### config.mk
export PLATFORM = sky130hd
export DESIGN_NAME = tubw_top
export DESIGN_NICKNAME = d
export VERILOG_FILES = /design/src/rtl/tubw_pkg.sv /design/src/rtl/tubw_edge.sv /design/src/rtl/tubw_top.sv
export SDC_FILE = /design/constraint.sdc
export NUM_CORES = 1
export LEC_CHECK = 0
export ABC_AREA = 1
export ABC_CLOCK_PERIOD_IN_PS = 3600
export BUFFER_PORTS_ARGS = -buffer_cell sky130_fd_sc_hd__buf_2
export CORE_AREA = 10 10 124 115
export CTS_BUF_LIST = sky130_fd_sc_hd__clkbuf_2 sky130_fd_sc_hd__clkbuf_4 sky130_fd_sc_hd__clkbuf_8
export DETAILED_ROUTE_END_ITERATION = 10
export DIE_AREA = 0 0 134 125
export PLACE_DENSITY_LB_ADDON = 0.05
export RECOVER_POWER = 100
export SLEW_MARGIN = 40
export SYNTH_ARGS = -nofsm -noshare
export SYNTH_HDL_FRONTEND = slang
export SYNTH_SLANG_ARGS = --single-unit
### constraint.sdc
create_clock -name MCLK_IN -period 3.6 [get_ports MCLK_IN]
set_input_delay 0.18 -clock MCLK_IN [delete_from_list [all_inputs] [get_ports MCLK_IN]]
set_output_delay 0.18 -clock MCLK_IN [all_outputs]
set_load 0.005 [all_outputs]
### src/rtl/tubw_pkg.sv
// Constants shared by the baud and wake timer unit
package tubw_pkg;
	// ----------------------------------------
	// Clock and prescale
	// ----------------------------------------
	localparam int unsigned CLK_PERIOD_NS = 10;
	localparam logic [1:0] SCALE_DIV12 = 2'h0;
	localparam logic [1:0] SCALE_DIV4 = 2'h1;
	localparam logic [1:0] SCALE_DIV48 = 2'h2;
	localparam logic [1:0] SCALE_EXT8 = 2'h3;
	localparam logic [5:0] DIV4_LAST = 6'h03;
	localparam logic [5:0] DIV12_LAST = 6'h0b;
	localparam logic [5:0] DIV48_LAST = 6'h2f;
	localparam logic [2:0] EXT_DIV_LAST = 3'h7;
	// ----------------------------------------
	// Wake timer clock select and control bits
	// ----------------------------------------
	localparam logic [1:0] WCLK_SYS = 2'h0;
	localparam logic [1:0] WCLK_DIV12 = 2'h1;
	localparam logic [1:0] WCLK_EXT8 = 2'h2;
	localparam logic [1:0] WCLK_LFO8 = 2'h3;
	localparam int unsigned CTL_OVF_HI = 7;
	localparam int unsigned CTL_OVF_LO = 6;
	localparam int unsigned CTL_LO_IRQ_EN = 5;
	localparam int unsigned CTL_RUN = 2;
	localparam int unsigned CTL_SPLIT = 3;
	localparam logic [7:0] CTL_RESET = 8'h00;
	localparam logic [15:0] WAKE_RESET = 16'h0000;
	localparam logic [7:0] BYTE_ONES = 8'hff;
	localparam logic [15:0] WORD_ONES = 16'hffff;
	localparam logic [1:0] SYNC_CLOCKS = 2'h3;
	// ----------------------------------------
	// Basic timer modes
	// ----------------------------------------
	typedef enum logic [1:0] {
		TUBW_M13,
		TUBW_M16,
		TUBW_M8R,
		TUBW_MOFF
	} tubw_mode_t;
endpackage : tubw_pkg

### src/rtl/tubw_edge.sv
// Edge and level sampler for a slow count or clock input
`timescale 1ns/100ps
`default_nettype none
module tubw_edge (
	// Clock and reset
	input wire logic clk_in,
	input wire logic rst_in,
	// Sampled input
	input wire logic sig_in,
	// Results
	output logic fall_out,
	output logic rise_out
);
	logic s1_ff;
	logic s2_ff;
	logic s3_ff;

	// ----------------------------------------
	// Two stage sampler, third for edges
	// ----------------------------------------
	always_ff @(posedge clk_in) begin
		if (rst_in) begin
			s1_ff <= 1'b1;
			s2_ff <= 1'b1;
			s3_ff <= 1'b1;
		end else begin
			s1_ff <= sig_in;
			s2_ff <= s1_ff;
			s3_ff <= s2_ff;
		end
	end

	always_ff @(posedge clk_in) begin
		if (rst_in) begin
			fall_out <= 1'b0;
			rise_out <= 1'b0;
		end else begin
			fall_out <= s3_ff & ~s2_ff;
			rise_out <= ~s3_ff & s2_ff;
		end
	end
endmodule : tubw_edge
`default_nettype wire

### src/rtl/tubw_top.sv
// Baud rate timer and suspend wake timer
// Functional notes
// - Serial bit clock from first timer, 8-bit reload; transmit uses low byte.
// - Transmit and receive timer overflows divided by two for bit rates.
// - Hidden receive copy counts when first timer runs, same reload byte.
// - Start condition on receive pin forces receive copy reload.
// - Overflow rate is clock over 256 minus reload; bit rate half.
// - First timer clock: system_clock, /4, /12, /48, ext osc /8, count pin.
// - Per-timer select bits choose system_clock or shared prescaled clock.
// - Counter mode increments on falling edge of sampled count input.
// - 16-bit mode like 13-bit mode but uses all 16 bits.
// - Wake timer 16-bit from two bytes; bit 3 selects split mode.
// - Wake timer clock: system_clock, system_clock/12, ext osc /8, lfo /8.
// - Divided slow clocks synchronized outside suspend, direct in suspend.
// - Wake timer counts in suspend; overflow wakes the device.
// - Sync-pending flag up to three timer clocks after foreign wake.
// - 16-bit wrap loads reload pair and sets high overflow flag bit 7.
// - With extended enable bit 7, interrupt on every 16-bit overflow.
// - With low-byte enable bit 5 too, interrupt on low byte wrap.
`timescale 1ns/100ps
`default_nettype none
module tubw_top
	import tubw_pkg::*;
(
	// Clock and reset
	input wire logic MCLK_IN,
	input wire logic RST_IN,
	// Basic timer configuration
	input wire logic [1:0] TIMER0_MODE_IN,
	input wire logic [1:0] TIMER1_MODE_IN,
	input wire logic TIMER0_RUN_IN,
	input wire logic TIMER1_RUN_IN,
	input wire logic TIMER0_COUNTER_IN,
	input wire logic TIMER1_COUNTER_IN,
	input wire logic [1:0] TIMER_CLOCK_SELECT_BITS_IN,
	input wire logic [1:0] PRESCALE_SELECT_FIELD_IN,
	input wire logic [7:0] FIRST_TIMER_RELOAD_BYTE_IN,
	// Pins and slow clocks
	input wire logic COUNT_INPUT_ZERO_IN,
	input wire logic COUNT_INPUT_ONE_IN,
	input wire logic RX_PIN_IN,
	input wire logic EXT_OSC_IN,
	input wire logic LOW_FREQ_OSCILLATOR_IN,
	// Wake timer configuration
	input wire logic [7:0] WAKE_TIMER_CONTROL_IN,
	input wire logic [1:0] WAKE_CLOCK_SELECT_IN,
	input wire logic [7:0] WAKE_TIMER_RELOAD_LOW_IN,
	input wire logic [7:0] WAKE_TIMER_RELOAD_HIGH_IN,
	input wire logic EXTENDED_IRQ_ENABLE_IN,
	input wire logic SUSPEND_IN,
	input wire logic FOREIGN_WAKE_IN,
	input wire logic CLEAR_OVF_HI_IN,
	input wire logic CLEAR_OVF_LO_IN,
	// Serial side
	output logic TX_BIT_CLOCK_OUT,
	output logic RX_BIT_CLOCK_OUT,
	output logic TX_BIT_TICK_OUT,
	output logic RX_BIT_TICK_OUT,
	// Timer state
	output logic [15:0] TIMER0_COUNT_OUT,
	output logic [15:0] TIMER1_COUNT_OUT,
	output logic [7:0] WAKE_TIMER_LOW_BYTE_OUT,
	output logic [7:0] WAKE_TIMER_HIGH_BYTE_OUT,
	output logic OVF_HI_FLAG_OUT,
	output logic OVF_LO_FLAG_OUT,
	output logic WAKE_IRQ_OUT,
	output logic WAKE_EVENT_OUT,
	output logic TIMER_SYNC_PENDING_OUT
);
	logic [5:0] pre_cnt_ff;
	logic pre4, pre12, pre48;
	logic [2:0] ext_cnt_ff;
	logic ext8_ff;
	logic [2:0] lfo_cnt_ff;
	logic lfo8_ff;
	logic ext_rise, lfo_rise, c0_fall, c1_fall, rx_fall;
	logic scaled_tick;
	logic [1:0] tick;
	logic [15:0] cnt_ff [2];
	logic [1:0] ovf;
	logic [7:0] rx_cnt_ff;
	logic rx_ovf;
	logic tx_half_ff, rx_half_ff;
	logic w_tick;
	logic lfo8_d_ff;
	logic ext8_d_ff;
	logic [1:0] sync_cnt_ff;
	logic susp_d_ff;
	logic split;
	logic lo_wrap, hi_wrap;

	// ----------------------------------------
	// Prescaler shared by the basic timers
	// ----------------------------------------
	// system clock dividers
	always_ff @(posedge MCLK_IN) begin
		if (RST_IN || pre_cnt_ff == DIV48_LAST)
			pre_cnt_ff <= 6'h00;
		else
			pre_cnt_ff <= pre_cnt_ff + 6'h01;
	end
	assign pre4 = (pre_cnt_ff[1:0] == DIV4_LAST[1:0]);
	assign pre12 = (pre_cnt_ff == DIV12_LAST) || (pre_cnt_ff == 6'h17) ||
		(pre_cnt_ff == 6'h23) || (pre_cnt_ff == DIV48_LAST);
	assign pre48 = (pre_cnt_ff == DIV48_LAST);

	// Slow clocks sampled; edges are counted on the system clock
	tubw_edge u_ext (
		.clk_in(MCLK_IN), .rst_in(RST_IN), .sig_in(EXT_OSC_IN),
		.fall_out(), .rise_out(ext_rise));
	tubw_edge u_lfo (
		.clk_in(MCLK_IN), .rst_in(RST_IN), .sig_in(LOW_FREQ_OSCILLATOR_IN),
		.fall_out(), .rise_out(lfo_rise));
	// count inputs sampled, falling edge counts
	// two-cycle hold assumed by the sampler
	tubw_edge u_c0 (
		.clk_in(MCLK_IN), .rst_in(RST_IN), .sig_in(COUNT_INPUT_ZERO_IN),
		.fall_out(c0_fall), .rise_out());
	tubw_edge u_c1 (
		.clk_in(MCLK_IN), .rst_in(RST_IN), .sig_in(COUNT_INPUT_ONE_IN),
		.fall_out(c1_fall), .rise_out());
	tubw_edge u_rx (
		.clk_in(MCLK_IN), .rst_in(RST_IN), .sig_in(RX_PIN_IN),
		.fall_out(rx_fall), .rise_out());

	always_ff @(posedge MCLK_IN) begin
		if (RST_IN) begin
			ext_cnt_ff <= 3'h0;
			ext8_ff <= 1'b0;
		end else if (ext_rise) begin
			ext_cnt_ff <= ext_cnt_ff + 3'h1;
			ext8_ff <= (ext_cnt_ff == EXT_DIV_LAST);
		end else begin
			ext8_ff <= 1'b0;
		end
	end

	always_ff @(posedge MCLK_IN) begin
		if (RST_IN) begin
			lfo_cnt_ff <= 3'h0;
			lfo8_ff <= 1'b0;
		end else if (lfo_rise) begin
			lfo_cnt_ff <= lfo_cnt_ff + 3'h1;
			lfo8_ff <= (lfo_cnt_ff == EXT_DIV_LAST);
		end else begin
			lfo8_ff <= 1'b0;
		end
	end

	// prescale field picks the shared scaled clock
	always_comb begin
		case (PRESCALE_SELECT_FIELD_IN)
			SCALE_DIV12: scaled_tick = pre12;
			SCALE_DIV4: scaled_tick = pre4;
			SCALE_DIV48: scaled_tick = pre48;
			default: scaled_tick = ext8_ff;
		endcase
	end

	// ----------------------------------------
	// Basic timers zero and one
	// ----------------------------------------
	// per-timer select: system clock or scaled clock
	assign tick[0] = TIMER0_RUN_IN & (TIMER0_COUNTER_IN ? c0_fall :
		(TIMER_CLOCK_SELECT_BITS_IN[0] | scaled_tick));
	assign tick[1] = TIMER1_RUN_IN & (TIMER1_COUNTER_IN ? c1_fall :
		(TIMER_CLOCK_SELECT_BITS_IN[1] | scaled_tick));

	genvar gi;
	generate
		for (gi = 0; gi < 2; gi++) begin : g_basic
			tubw_mode_t mode;
			assign mode = tubw_mode_t'(gi == 0 ? TIMER0_MODE_IN :
				TIMER1_MODE_IN);
			always_comb begin
				case (mode)
					TUBW_M13: ovf[gi] = tick[gi] &&
						cnt_ff[gi][15:8] == BYTE_ONES &&
						cnt_ff[gi][4:0] == 5'h1f;
					TUBW_M16: ovf[gi] = tick[gi] && cnt_ff[gi] == WORD_ONES;
					TUBW_M8R: ovf[gi] = tick[gi] &&
						cnt_ff[gi][7:0] == BYTE_ONES;
					default: ovf[gi] = 1'b0;
				endcase
			end
			always_ff @(posedge MCLK_IN) begin
				if (RST_IN) begin
					cnt_ff[gi] <= WAKE_RESET;
				end else if (tick[gi]) begin
					case (mode)
						// 13-bit: five-bit prescale below high byte
						TUBW_M13: begin
							cnt_ff[gi][7:0] <= {3'h0,
								cnt_ff[gi][4:0] + 5'h01};
							if (cnt_ff[gi][4:0] == 5'h1f)
								cnt_ff[gi][15:8] <= cnt_ff[gi][15:8] +
									8'h01;
						end
						// same as 13-bit with all 16 bits
						TUBW_M16: cnt_ff[gi] <= cnt_ff[gi] + 16'h0001;
						// eight-bit count reloading from high byte
						TUBW_M8R: begin
							if (cnt_ff[gi][7:0] == BYTE_ONES)
								cnt_ff[gi][7:0] <= cnt_ff[gi][15:8];
							else
								cnt_ff[gi][7:0] <= cnt_ff[gi][7:0] + 8'h01;
							if (gi == 1)
								cnt_ff[gi][15:8] <=
									FIRST_TIMER_RELOAD_BYTE_IN;
						end
						default: cnt_ff[gi] <= cnt_ff[gi];
					endcase
				end else if (gi == 1 && mode == TUBW_M8R) begin
					cnt_ff[gi][15:8] <= FIRST_TIMER_RELOAD_BYTE_IN;
				end
			end
		end
	endgenerate

	always_ff @(posedge MCLK_IN) begin
		if (RST_IN) begin
			TIMER0_COUNT_OUT <= WAKE_RESET;
			TIMER1_COUNT_OUT <= WAKE_RESET;
		end else begin
			TIMER0_COUNT_OUT <= cnt_ff[0];
			TIMER1_COUNT_OUT <= cnt_ff[1];
		end
	end

	// ----------------------------------------
	// Receive copy timer and bit clocks
	// ----------------------------------------
	// hidden copy counts with timer one, same reload
	// start edge forces reload, aligning reception
	always_ff @(posedge MCLK_IN) begin
		if (RST_IN)
			rx_cnt_ff <= 8'h00;
		else if (rx_fall)
			rx_cnt_ff <= FIRST_TIMER_RELOAD_BYTE_IN;
		else if (tick[1])
			rx_cnt_ff <= (rx_cnt_ff == BYTE_ONES) ?
				FIRST_TIMER_RELOAD_BYTE_IN : rx_cnt_ff + 8'h01;
	end
	assign rx_ovf = tick[1] && !rx_fall && rx_cnt_ff == BYTE_ONES;

	// bit rate is half of clock over 256 minus reload
	always_ff @(posedge MCLK_IN) begin
		if (RST_IN) begin
			tx_half_ff <= 1'b0;
			rx_half_ff <= 1'b0;
			TX_BIT_TICK_OUT <= 1'b0;
			RX_BIT_TICK_OUT <= 1'b0;
		end else begin
			tx_half_ff <= tx_half_ff ^ ovf[1];
			rx_half_ff <= rx_fall ? 1'b0 : rx_half_ff ^ rx_ovf;
			TX_BIT_TICK_OUT <= ovf[1] & tx_half_ff;
			RX_BIT_TICK_OUT <= rx_ovf & rx_half_ff;
		end
	end
	assign TX_BIT_CLOCK_OUT = tx_half_ff;
	assign RX_BIT_CLOCK_OUT = rx_half_ff;

	// ----------------------------------------
	// Wake timer
	// ----------------------------------------
	// divided slow ticks get one extra register stage unless suspended
	always_ff @(posedge MCLK_IN) begin
		if (RST_IN) begin
			lfo8_d_ff <= 1'b0;
			ext8_d_ff <= 1'b0;
		end else begin
			lfo8_d_ff <= lfo8_ff;
			ext8_d_ff <= ext8_ff;
		end
	end

	// suspend takes the divided tick without the extra stage
	always_comb begin
		case (WAKE_CLOCK_SELECT_IN)
			WCLK_SYS: w_tick = 1'b1;
			WCLK_DIV12: w_tick = pre12;
			WCLK_EXT8: w_tick = SUSPEND_IN ? ext8_ff : ext8_d_ff;
			default: w_tick = SUSPEND_IN ? lfo8_ff : lfo8_d_ff;
		endcase
		w_tick = w_tick & WAKE_TIMER_CONTROL_IN[CTL_RUN];
	end

	assign split = WAKE_TIMER_CONTROL_IN[CTL_SPLIT];
	assign lo_wrap = w_tick && WAKE_TIMER_LOW_BYTE_OUT == BYTE_ONES;
	assign hi_wrap = w_tick && WAKE_TIMER_HIGH_BYTE_OUT == BYTE_ONES &&
		(split || WAKE_TIMER_LOW_BYTE_OUT == BYTE_ONES);

	// split halves reload from their own bytes
	always_ff @(posedge MCLK_IN) begin
		if (RST_IN) begin
			WAKE_TIMER_LOW_BYTE_OUT <= 8'h00;
			WAKE_TIMER_HIGH_BYTE_OUT <= 8'h00;
		end else if (w_tick) begin
			WAKE_TIMER_LOW_BYTE_OUT <= (split ? lo_wrap : hi_wrap) ?
				WAKE_TIMER_RELOAD_LOW_IN : WAKE_TIMER_LOW_BYTE_OUT + 8'h01;
			if (hi_wrap)
				WAKE_TIMER_HIGH_BYTE_OUT <= WAKE_TIMER_RELOAD_HIGH_IN;
			else if (split || lo_wrap)
				WAKE_TIMER_HIGH_BYTE_OUT <= WAKE_TIMER_HIGH_BYTE_OUT + 8'h01;
		end
	end

	// high overflow flag; set wins over clear
	always_ff @(posedge MCLK_IN) begin
		if (RST_IN) begin
			OVF_HI_FLAG_OUT <= 1'b0;
			OVF_LO_FLAG_OUT <= 1'b0;
		end else begin
			OVF_HI_FLAG_OUT <= hi_wrap | (OVF_HI_FLAG_OUT & ~CLEAR_OVF_HI_IN);
			OVF_LO_FLAG_OUT <= (lo_wrap &
				(split | WAKE_TIMER_CONTROL_IN[CTL_LO_IRQ_EN])) |
				(OVF_LO_FLAG_OUT & ~CLEAR_OVF_LO_IN);
		end
	end

	// low byte wraps add interrupts when enabled
	// overflow in suspend wakes the device
	always_ff @(posedge MCLK_IN) begin
		if (RST_IN) begin
			WAKE_IRQ_OUT <= 1'b0;
			WAKE_EVENT_OUT <= 1'b0;
		end else begin
			WAKE_IRQ_OUT <= EXTENDED_IRQ_ENABLE_IN & (hi_wrap | (lo_wrap &
				WAKE_TIMER_CONTROL_IN[CTL_LO_IRQ_EN]));
			WAKE_EVENT_OUT <= SUSPEND_IN & hi_wrap;
		end
	end

	// sync pending for three timer clocks after foreign wake
	always_ff @(posedge MCLK_IN) begin
		if (RST_IN) begin
			susp_d_ff <= 1'b0;
			sync_cnt_ff <= 2'h0;
			TIMER_SYNC_PENDING_OUT <= 1'b0;
		end else begin
			susp_d_ff <= SUSPEND_IN;
			if (susp_d_ff && !SUSPEND_IN && FOREIGN_WAKE_IN)
				sync_cnt_ff <= SYNC_CLOCKS;
			else if (w_tick && sync_cnt_ff != 2'h0)
				sync_cnt_ff <= sync_cnt_ff - 2'h1;
			TIMER_SYNC_PENDING_OUT <= (susp_d_ff && !SUSPEND_IN &&
				FOREIGN_WAKE_IN) || (sync_cnt_ff > 2'h1) ||
				(sync_cnt_ff == 2'h1 && !w_tick);
		end
	end

	// ----------------------------------------
	// Checks
	// ----------------------------------------
	a_rx_reload: assert property (@(posedge MCLK_IN) disable iff (RST_IN)
		rx_fall |=> rx_cnt_ff == $past(FIRST_TIMER_RELOAD_BYTE_IN))
		else $error("receive copy not reloaded on start");
	a_tx_halve: assert property (@(posedge MCLK_IN) disable iff (RST_IN)
		ovf[1] |=> tx_half_ff != $past(tx_half_ff))
		else $error("transmit bit clock did not toggle");
	a_wake_reload: assert property (@(posedge MCLK_IN) disable iff (RST_IN)
		(hi_wrap && !split) |=> {WAKE_TIMER_HIGH_BYTE_OUT,
		WAKE_TIMER_LOW_BYTE_OUT} == {$past(WAKE_TIMER_RELOAD_HIGH_IN),
		$past(WAKE_TIMER_RELOAD_LOW_IN)})
		else $error("wake timer reload pair not loaded");
	a_ovf_flag: assert property (@(posedge MCLK_IN) disable iff (RST_IN)
		hi_wrap |=> OVF_HI_FLAG_OUT)
		else $error("high overflow flag not set");
	a_irq_ovf: assert property (@(posedge MCLK_IN) disable iff (RST_IN)
		(hi_wrap && EXTENDED_IRQ_ENABLE_IN) |=> WAKE_IRQ_OUT)
		else $error("overflow interrupt missing");
	a_irq_low: assert property (@(posedge MCLK_IN) disable iff (RST_IN)
		(lo_wrap && EXTENDED_IRQ_ENABLE_IN &&
		WAKE_TIMER_CONTROL_IN[CTL_LO_IRQ_EN]) |=> WAKE_IRQ_OUT)
		else $error("low byte interrupt missing");
	a_wake_ev: assert property (@(posedge MCLK_IN) disable iff (RST_IN)
		WAKE_EVENT_OUT |-> $past(SUSPEND_IN) && $past(hi_wrap))
		else $error("wake without suspended overflow");
	a_count_fall: assert property (@(posedge MCLK_IN) disable iff (RST_IN)
		(TIMER0_RUN_IN && TIMER0_COUNTER_IN && !c0_fall) |=>
		cnt_ff[0] == $past(cnt_ff[0]))
		else $error("counter moved without falling edge");
	a_split_rel: assert property (@(posedge MCLK_IN) disable iff (RST_IN)
		(split && lo_wrap) |=>
		WAKE_TIMER_LOW_BYTE_OUT == $past(WAKE_TIMER_RELOAD_LOW_IN))
		else $error("split low half not reloaded");
endmodule : tubw_top
`default_nettype wire

# --- Word level (Yosys, flattened, before mapping) ---
# Memory sizes are Yosys's and may differ from the RTL's.
# Index checks and enable logic that the tools add are counted.
op_classes:
  muxes: 97
  bitwise: 51
  n_eq_ne: 25
  add_sub_neg: 15
  n_reduce_logical: 38
  magnitude_cmp: 1
op_table:
  columns: ["cell", "n"]
  rows:
  - ["8-bit 2-to-1 mux", 24]
  - ["1-bit 2-to-1 mux", 68]
  - ["8-bit by 1-bit adder with 8-bit output (second input constant)", 7]
  - ["8-bit == test (second input constant)", 6]
  - ["16-bit by 1-bit adder with 16-bit output (second input constant)", 2]
  - ["1-bit OR", 24]
  - ["1-bit AND", 16]
  - ["16-bit == test (second input constant)", 1]
  - ["1-bit logical AND", 13]
  - ["6-bit == test (second input constant)", 2]
  - ["5-bit by 1-bit adder with 5-bit output (second input constant)", 2]
  - ["2-bit by 1-bit == test with 1-bit output (second input constant)", 5]
  - ["2-bit == test (second input constant)", 5]
  - ["5-bit == test (second input constant)", 2]
  - ["1-bit inverter", 9]
  - ["1-bit one-hot mux with 3 select lines", 3]
  - ["2-bit logical NOT", 4]
  - ["1-bit logical OR", 8]
  - ["2-bit nonzero test", 4]
  - ["3-bit by 1-bit adder with 3-bit output (second input constant)", 2]
  - ["6-bit by 1-bit adder with 6-bit output (second input constant)", 1]
  - ["3-bit == test (second input constant)", 2]
  - ["6-bit by 4-bit == test with 1-bit output (second input constant)", 1]
  - ["6-bit by 5-bit == test with 1-bit output (second input constant)", 1]
  - ["8 further kinds", 15]
totals:
  regBits: 104
  n_memories: 1
  in_bits: 58
  ramBits: 32
memory_table:
  columns: ["memory", "depth", "word_bits", "rd", "rd_clocked_by_memory_dff", "write_ports", "line_no", "rtl"]
  rows:
  - ["cnt_ff", 2, 16, 2, 0, 2, "tubw_top.sv:79", "logic [15:0] cnt_ff [2];"]

# --- Logic depth before layout (Yosys ltp) ---
depth:
  ltp_word: 16
  ltp_mapped: 17
  ltp_nobuf: 17

# --- Modules after synthesis ---
# Synthesis repeated with hierarchy kept, for this count alone.
unflattened:
  hier_cells: 855
  area_unflattened_um2: 6746.5
modules_own_cells:
  columns: ["module", "cells_per_inst", "instances", "area_each_um2"]
  rows:
  - ["tubw_top", 785, 1, 6052.1]
  - ["tubw_edge", 14, 5, 138.9]

# --- Least setup slack after synthesis ---
# OpenSTA, ideal clock, no wires.
synth_path:
  kind: "reg2reg"
  from: "reg pre_cnt_ff[0]"
  to: "mem cnt_ff[1][0] (enable)"
  t_arrival_ps: 2130
  setup_slack_ps: 1086
  stages_incl_launch_ff: 12
  setup_ps: 384
  n_path_buf: 0
  cell_sequence: "dfxtp_1 ha_1 nand3_2 nor2_2 nor2_1 nor2_2 nand2_2 nand3_4 nand3_4 inv_2 o41ai_1 o21ai_0"
synth_lines:
  columns: ["item", "line_no", "rtl"]
  rows:
  - ["from (decl)", "tubw_top.sv:70", "logic [5:0] pre_cnt_ff;"]
  - ["from (signal assigned)", "tubw_top.sv:100", "pre_cnt_ff <= pre_cnt_ff + 6'h01;"]
  - ["to (decl)", "tubw_top.sv:79", null]

# --- Worst setup path in the final report ---
layout_path:
  from: "reg pre_cnt_ff[0]"
  to: "reg WAKE_IRQ_OUT"
layout_via:
  elab_chain_len: 10
  word_cells_on_any_way: 15
  classes_between: "eq/ne (4); mux (1); bitwise (4); reduce/logical (6)"
layout_lines:
  columns: ["item", "line_no", "rtl"]
  rows:
  - ["6-bit by 4-bit == test with 1-bit output or 6-bit by 5-bit == test with 1-bit output (tied branches)", "tubw_top.sv:103", "assign pre12 = (pre_cnt_ff == DIV12_LAST) || (pre_cnt_ff == 6'h17) ||"]
  - ["1-bit logical OR (2 in series)", "tubw_top.sv:103", null]
  - ["1-bit logical OR *", "tubw_top.sv:104", "(pre_cnt_ff == 6'h23) || (pre_cnt_ff == DIV48_LAST);"]
  - ["1-bit one-hot mux with 3 select lines *", "tubw_top.sv:279", "case (WAKE_CLOCK_SELECT_IN)"]
  - ["1-bit AND *", "tubw_top.sv:285", "w_tick = w_tick & WAKE_TIMER_CONTROL_IN[CTL_RUN];"]
  - ["1-bit logical AND (on tied branches)", "tubw_top.sv:289, tubw_top.sv:290", null]
  - ["1-bit AND or 1-bit logical AND (tied branches)", "tubw_top.sv:328, tubw_top.sv:290", null]
  - ["1-bit OR *", "tubw_top.sv:328", "WAKE_IRQ_OUT <= EXTENDED_IRQ_ENABLE_IN & (hi_wrap | (lo_wrap &"]
  - ["1-bit AND *", "tubw_top.sv:328", null]
  - ["to (signal assigned)", "tubw_top.sv:328", null]
  - ["to (decl)", "tubw_top.sv:66", "output logic WAKE_IRQ_OUT,"]
# Every way passes the cells marked *; elsewhere a longest branch is shown, timed or not.
# A chain may end at the register's enable or synchronous reset.

==> metrics.txt <==
Mean Syn Cell Area approximately 8.1 sq um; port bufs 109; Cell Area, Synth around 0.0066 sq mm; Simple-Gate Fraction of Synth Area a little over a quarter; most used cell, CP nor2_1; top cells by area, synth dfxtp_1 (32%), edfxtp_1 (15%), nand2_1 (8.2%); CTS max path bufs 2; Die Y around 130 microns; GRT Overall Usage 18.51%; Rows 38; post-cts gate resize count 0; status finished clean; RSZ-0062 raised after global routing false; diode count 0; Die W 134 microns; met2 wire len approximately 7500 microns; io pins roughly 120; Lkg Pwr 3.423 nW; HPWL after DPL about 11000 microns; Primary FF master, synth dfxtp_1; metal3 WL 910 microns; DRT Pass-1 Iters 4; Max stage delay on crit path approximately 0.55 ns; hold path endpoint rx_cnt_ff[2]; post-synth top area share between 30% and 40%; Slew Viols, Final 0; worst path cell trace ha_1 > nand3_1 > nor2_1 > nor2_1 > nand4_1 > nand2_1 > nor2_1 > nand2_1 > a21oi_1 > dlygate4sd3_1; DRC 0; Syn Inst Count 820; VDD IR max 0.0003641 V; clk_skew about 0.011 ns; slowest CP cell nor2_1; Worst EP arrival 3.23 ns; worst hold slack slightly below 0.05 ns; crit share post-route between 70% and 80%; post-synth top area cell dfxtp_1; total setup buffers inserted after CTS 0; Layout Cells excl Fill around 1100; first-pass GRT wire length between 20000 and 30000 microns; DR vias between 5000 and 6000; TritonCTS clock tree yes; Worst-Margin Slew approximately 1.5 ns; adder-cell area share of the yosys netlist between 4 and 5%; Mapped Nets 900; initial antenna violation count 0; CTS root buffer clkbuf_8; Avg WL per Cell approximately 14 microns; Routed WL 15380 microns; Pwr per Cell Area 417.4 mW/mm^2; Final Hold Viols 0; CP Capture Type flip-flop; Nets roughly 1000; Routability Congestion just under 0.9; Metal-1 WL 6772 microns; Critical R2R Launch pre_cnt_ff[0]; worst hold stages 3; core region area between 0.01 and 0.015 sq mm; 1st-iter DRT viols approximately 360; Fillers about 1100; mux contribution to synthesized area 0%; CTS Buf Count 17; synthesis warning total 0; Hold Startpoint FIRST_TIMER_RELOAD_BYTE_IN[2]; Post-synth top cells nand2_1 (144), nor2_1 (112), inv_1 (107); reg2reg path depth 10; share of cells above drive strength 1 a little over an eighth; Vias/cell around 5.1; Area growth syn-to-layout 15.75%; end of the worst register-to-register path WAKE_IRQ_OUT; clock latency at the later pin of the worst-skew pair around 0.44 ns; Setup CP Type reg2reg; count leader, synth nand2_1; R2R Setup Slk approximately 0.76 ns; Critical Path RT around 4.0 ns; Die Footprint between 0.015 and 0.02 sq mm; Yosys cell types 48; minimum clock period 2.844 ns; EDFF count, synth 32; global route overflow 0; Initial Util around 56%; crit path max fanout 10; placed insts ~1100; Routed Antenna Nets 0; top sig layer met4; startpoint class of the critical path flip-flop; Hold Path Class in2reg; synthesis-stage register bit count approximately 140; compound-cell area share of the yosys netlist a little under a tenth; Max H-tree Level 4; number of global-route vias before repair about 5600; maxcap violations 0; XOR/XNOR Fraction of Synth Area around 5.4%; FMAX between 300 and 400 MHz; largest net degree at the start of global routing 44; # setup viols final 0; clk slew on worst S/H paths about 0.08 ns; setup_tns 0 ns; fraction of registers with async set/reset 0%; Max transition margin 1.754%; largest family of logic cells by synthesized area simple AND/OR/NAND/NOR gates; register area share after synthesis around 46%; Clock Sink Count about 140; Finished Core Util about two thirds
-- sequential cells by signal, summed over array words and instances (netlist names), 2 cells and up --
name / cells
sync_cnt_ff: 2
TIMER0_COUNT_OUT: 16
cnt_ff: 32
TIMER1_COUNT_OUT: 16
rx_cnt_ff: 8
pre_cnt_ff: 6
lfo_cnt_ff: 3
WAKE_TIMER_HIGH_BYTE_OUT: 8
WAKE_TIMER_LOW_BYTE_OUT: 8
ext_cnt_ff: 3
-- cells in the final DEF (no fill, tap or decap), drive strengths merged --
cell type	instances
o211ai	7
a211oi	6
nor3	19
nor4	2
o31ai	2
dlygate4sd3	16
ha	22
a311oi	1
nand2	154
clkbuf	63
or2	15
xor2	29
a21oi	30
a21boi	3
nand4	8
xnor2	12
dfxtp	104
and3	1
nand3	59
bufinv	1
a31oi	7
edfxtp	32
o21ai	48
o41ai	1
o22ai	3
nand3b	1
nor2	120
nor3b	2
inv	119
buf	68
clkinv	7
clkinvlp	2
-- power by group --
part	total (mW)	switching (mW)	internal, mW
clock network	1.19	0.604	0.588
registers	1.69	0.0546	1.63
logic	0.308	0.183	0.125
-- per-layer routing --
layer / up-vias / GRT usage [%]
li1: 2912 / -
met1: 2617 / 21.64
met2: 146 / 31.26
met3: 19 / 5.885
met4: 0 / 6.590
met5: - / 0
-- how the worst max path moves through the flow --
| stage | from | to | depth (start not counted) |
|---|---|---|---|
| after global placement | pre_cnt_ff[0] | cnt_ff[1][2] | 12 |
| after CTS | pre_cnt_ff[0] | WAKE_IRQ_OUT | 10 |
| final | pre_cnt_ff[0] | WAKE_IRQ_OUT | 10 |
| after detailed placement | pre_cnt_ff[0] | cnt_ff[1][9] | 13 |
| after floorplan | pre_cnt_ff[0] | cnt_ff[1][0] | 11 |
| after global routing | pre_cnt_ff[0] | WAKE_IRQ_OUT | 10 |
-- worst max-delay path: cells and delay by family (launching register included) --
kind / cells / cell delay [ns]
flops: 1 / 0.37
fa+ha+maj: 1 / 0.27
compound gates: 1 / 0.16
buf+inv: 1 / 0.55
simple gates: 7 / 1.43
-- final cells by class --
cell class                      instances  area, sq um  area share [%]
Sequential cell                       136         3043           39.82
Multi-Input combinational cell        552         2910           38.09
Timing Repair Buffer                  128        673.1           8.810
Inverter                              116        437.9           5.731
Clock buffer                           19        261.5           3.422
Tap cell                              160        200.2           2.620
Clock inverter                         13        115.1           1.506
-- through the flow --
step / total power, mW / setup slack, ns / cell area (sq um)
after detailed placement: 2.036 / 1.244 / 7296
after floorplan: 1.913 / 1.086 / 6601
after CTS: 3.235 / 1.122 / 7833
after global routing: 3.342 / 0.4897 / 7641
final: 3.189 / 0.7562 / 7641
after global placement: 2.022 / 1.304 / 7288
-- what timing repair did --
item,4_1_cts,5_1_grt
endpoints found under the setup margin,0,0
endpoints found under the hold margin,15,0
hold buffers,16,0
-- kinds of logic after synthesis --
group	Yosys count
buffers and inverters	132
and+or+nand+nor	381
AOI/OAI and AO/OA	108
DFF	136
adders and majority gates	22
xor gates and xnor gates	41
Power figures use the tool's default switching activity.
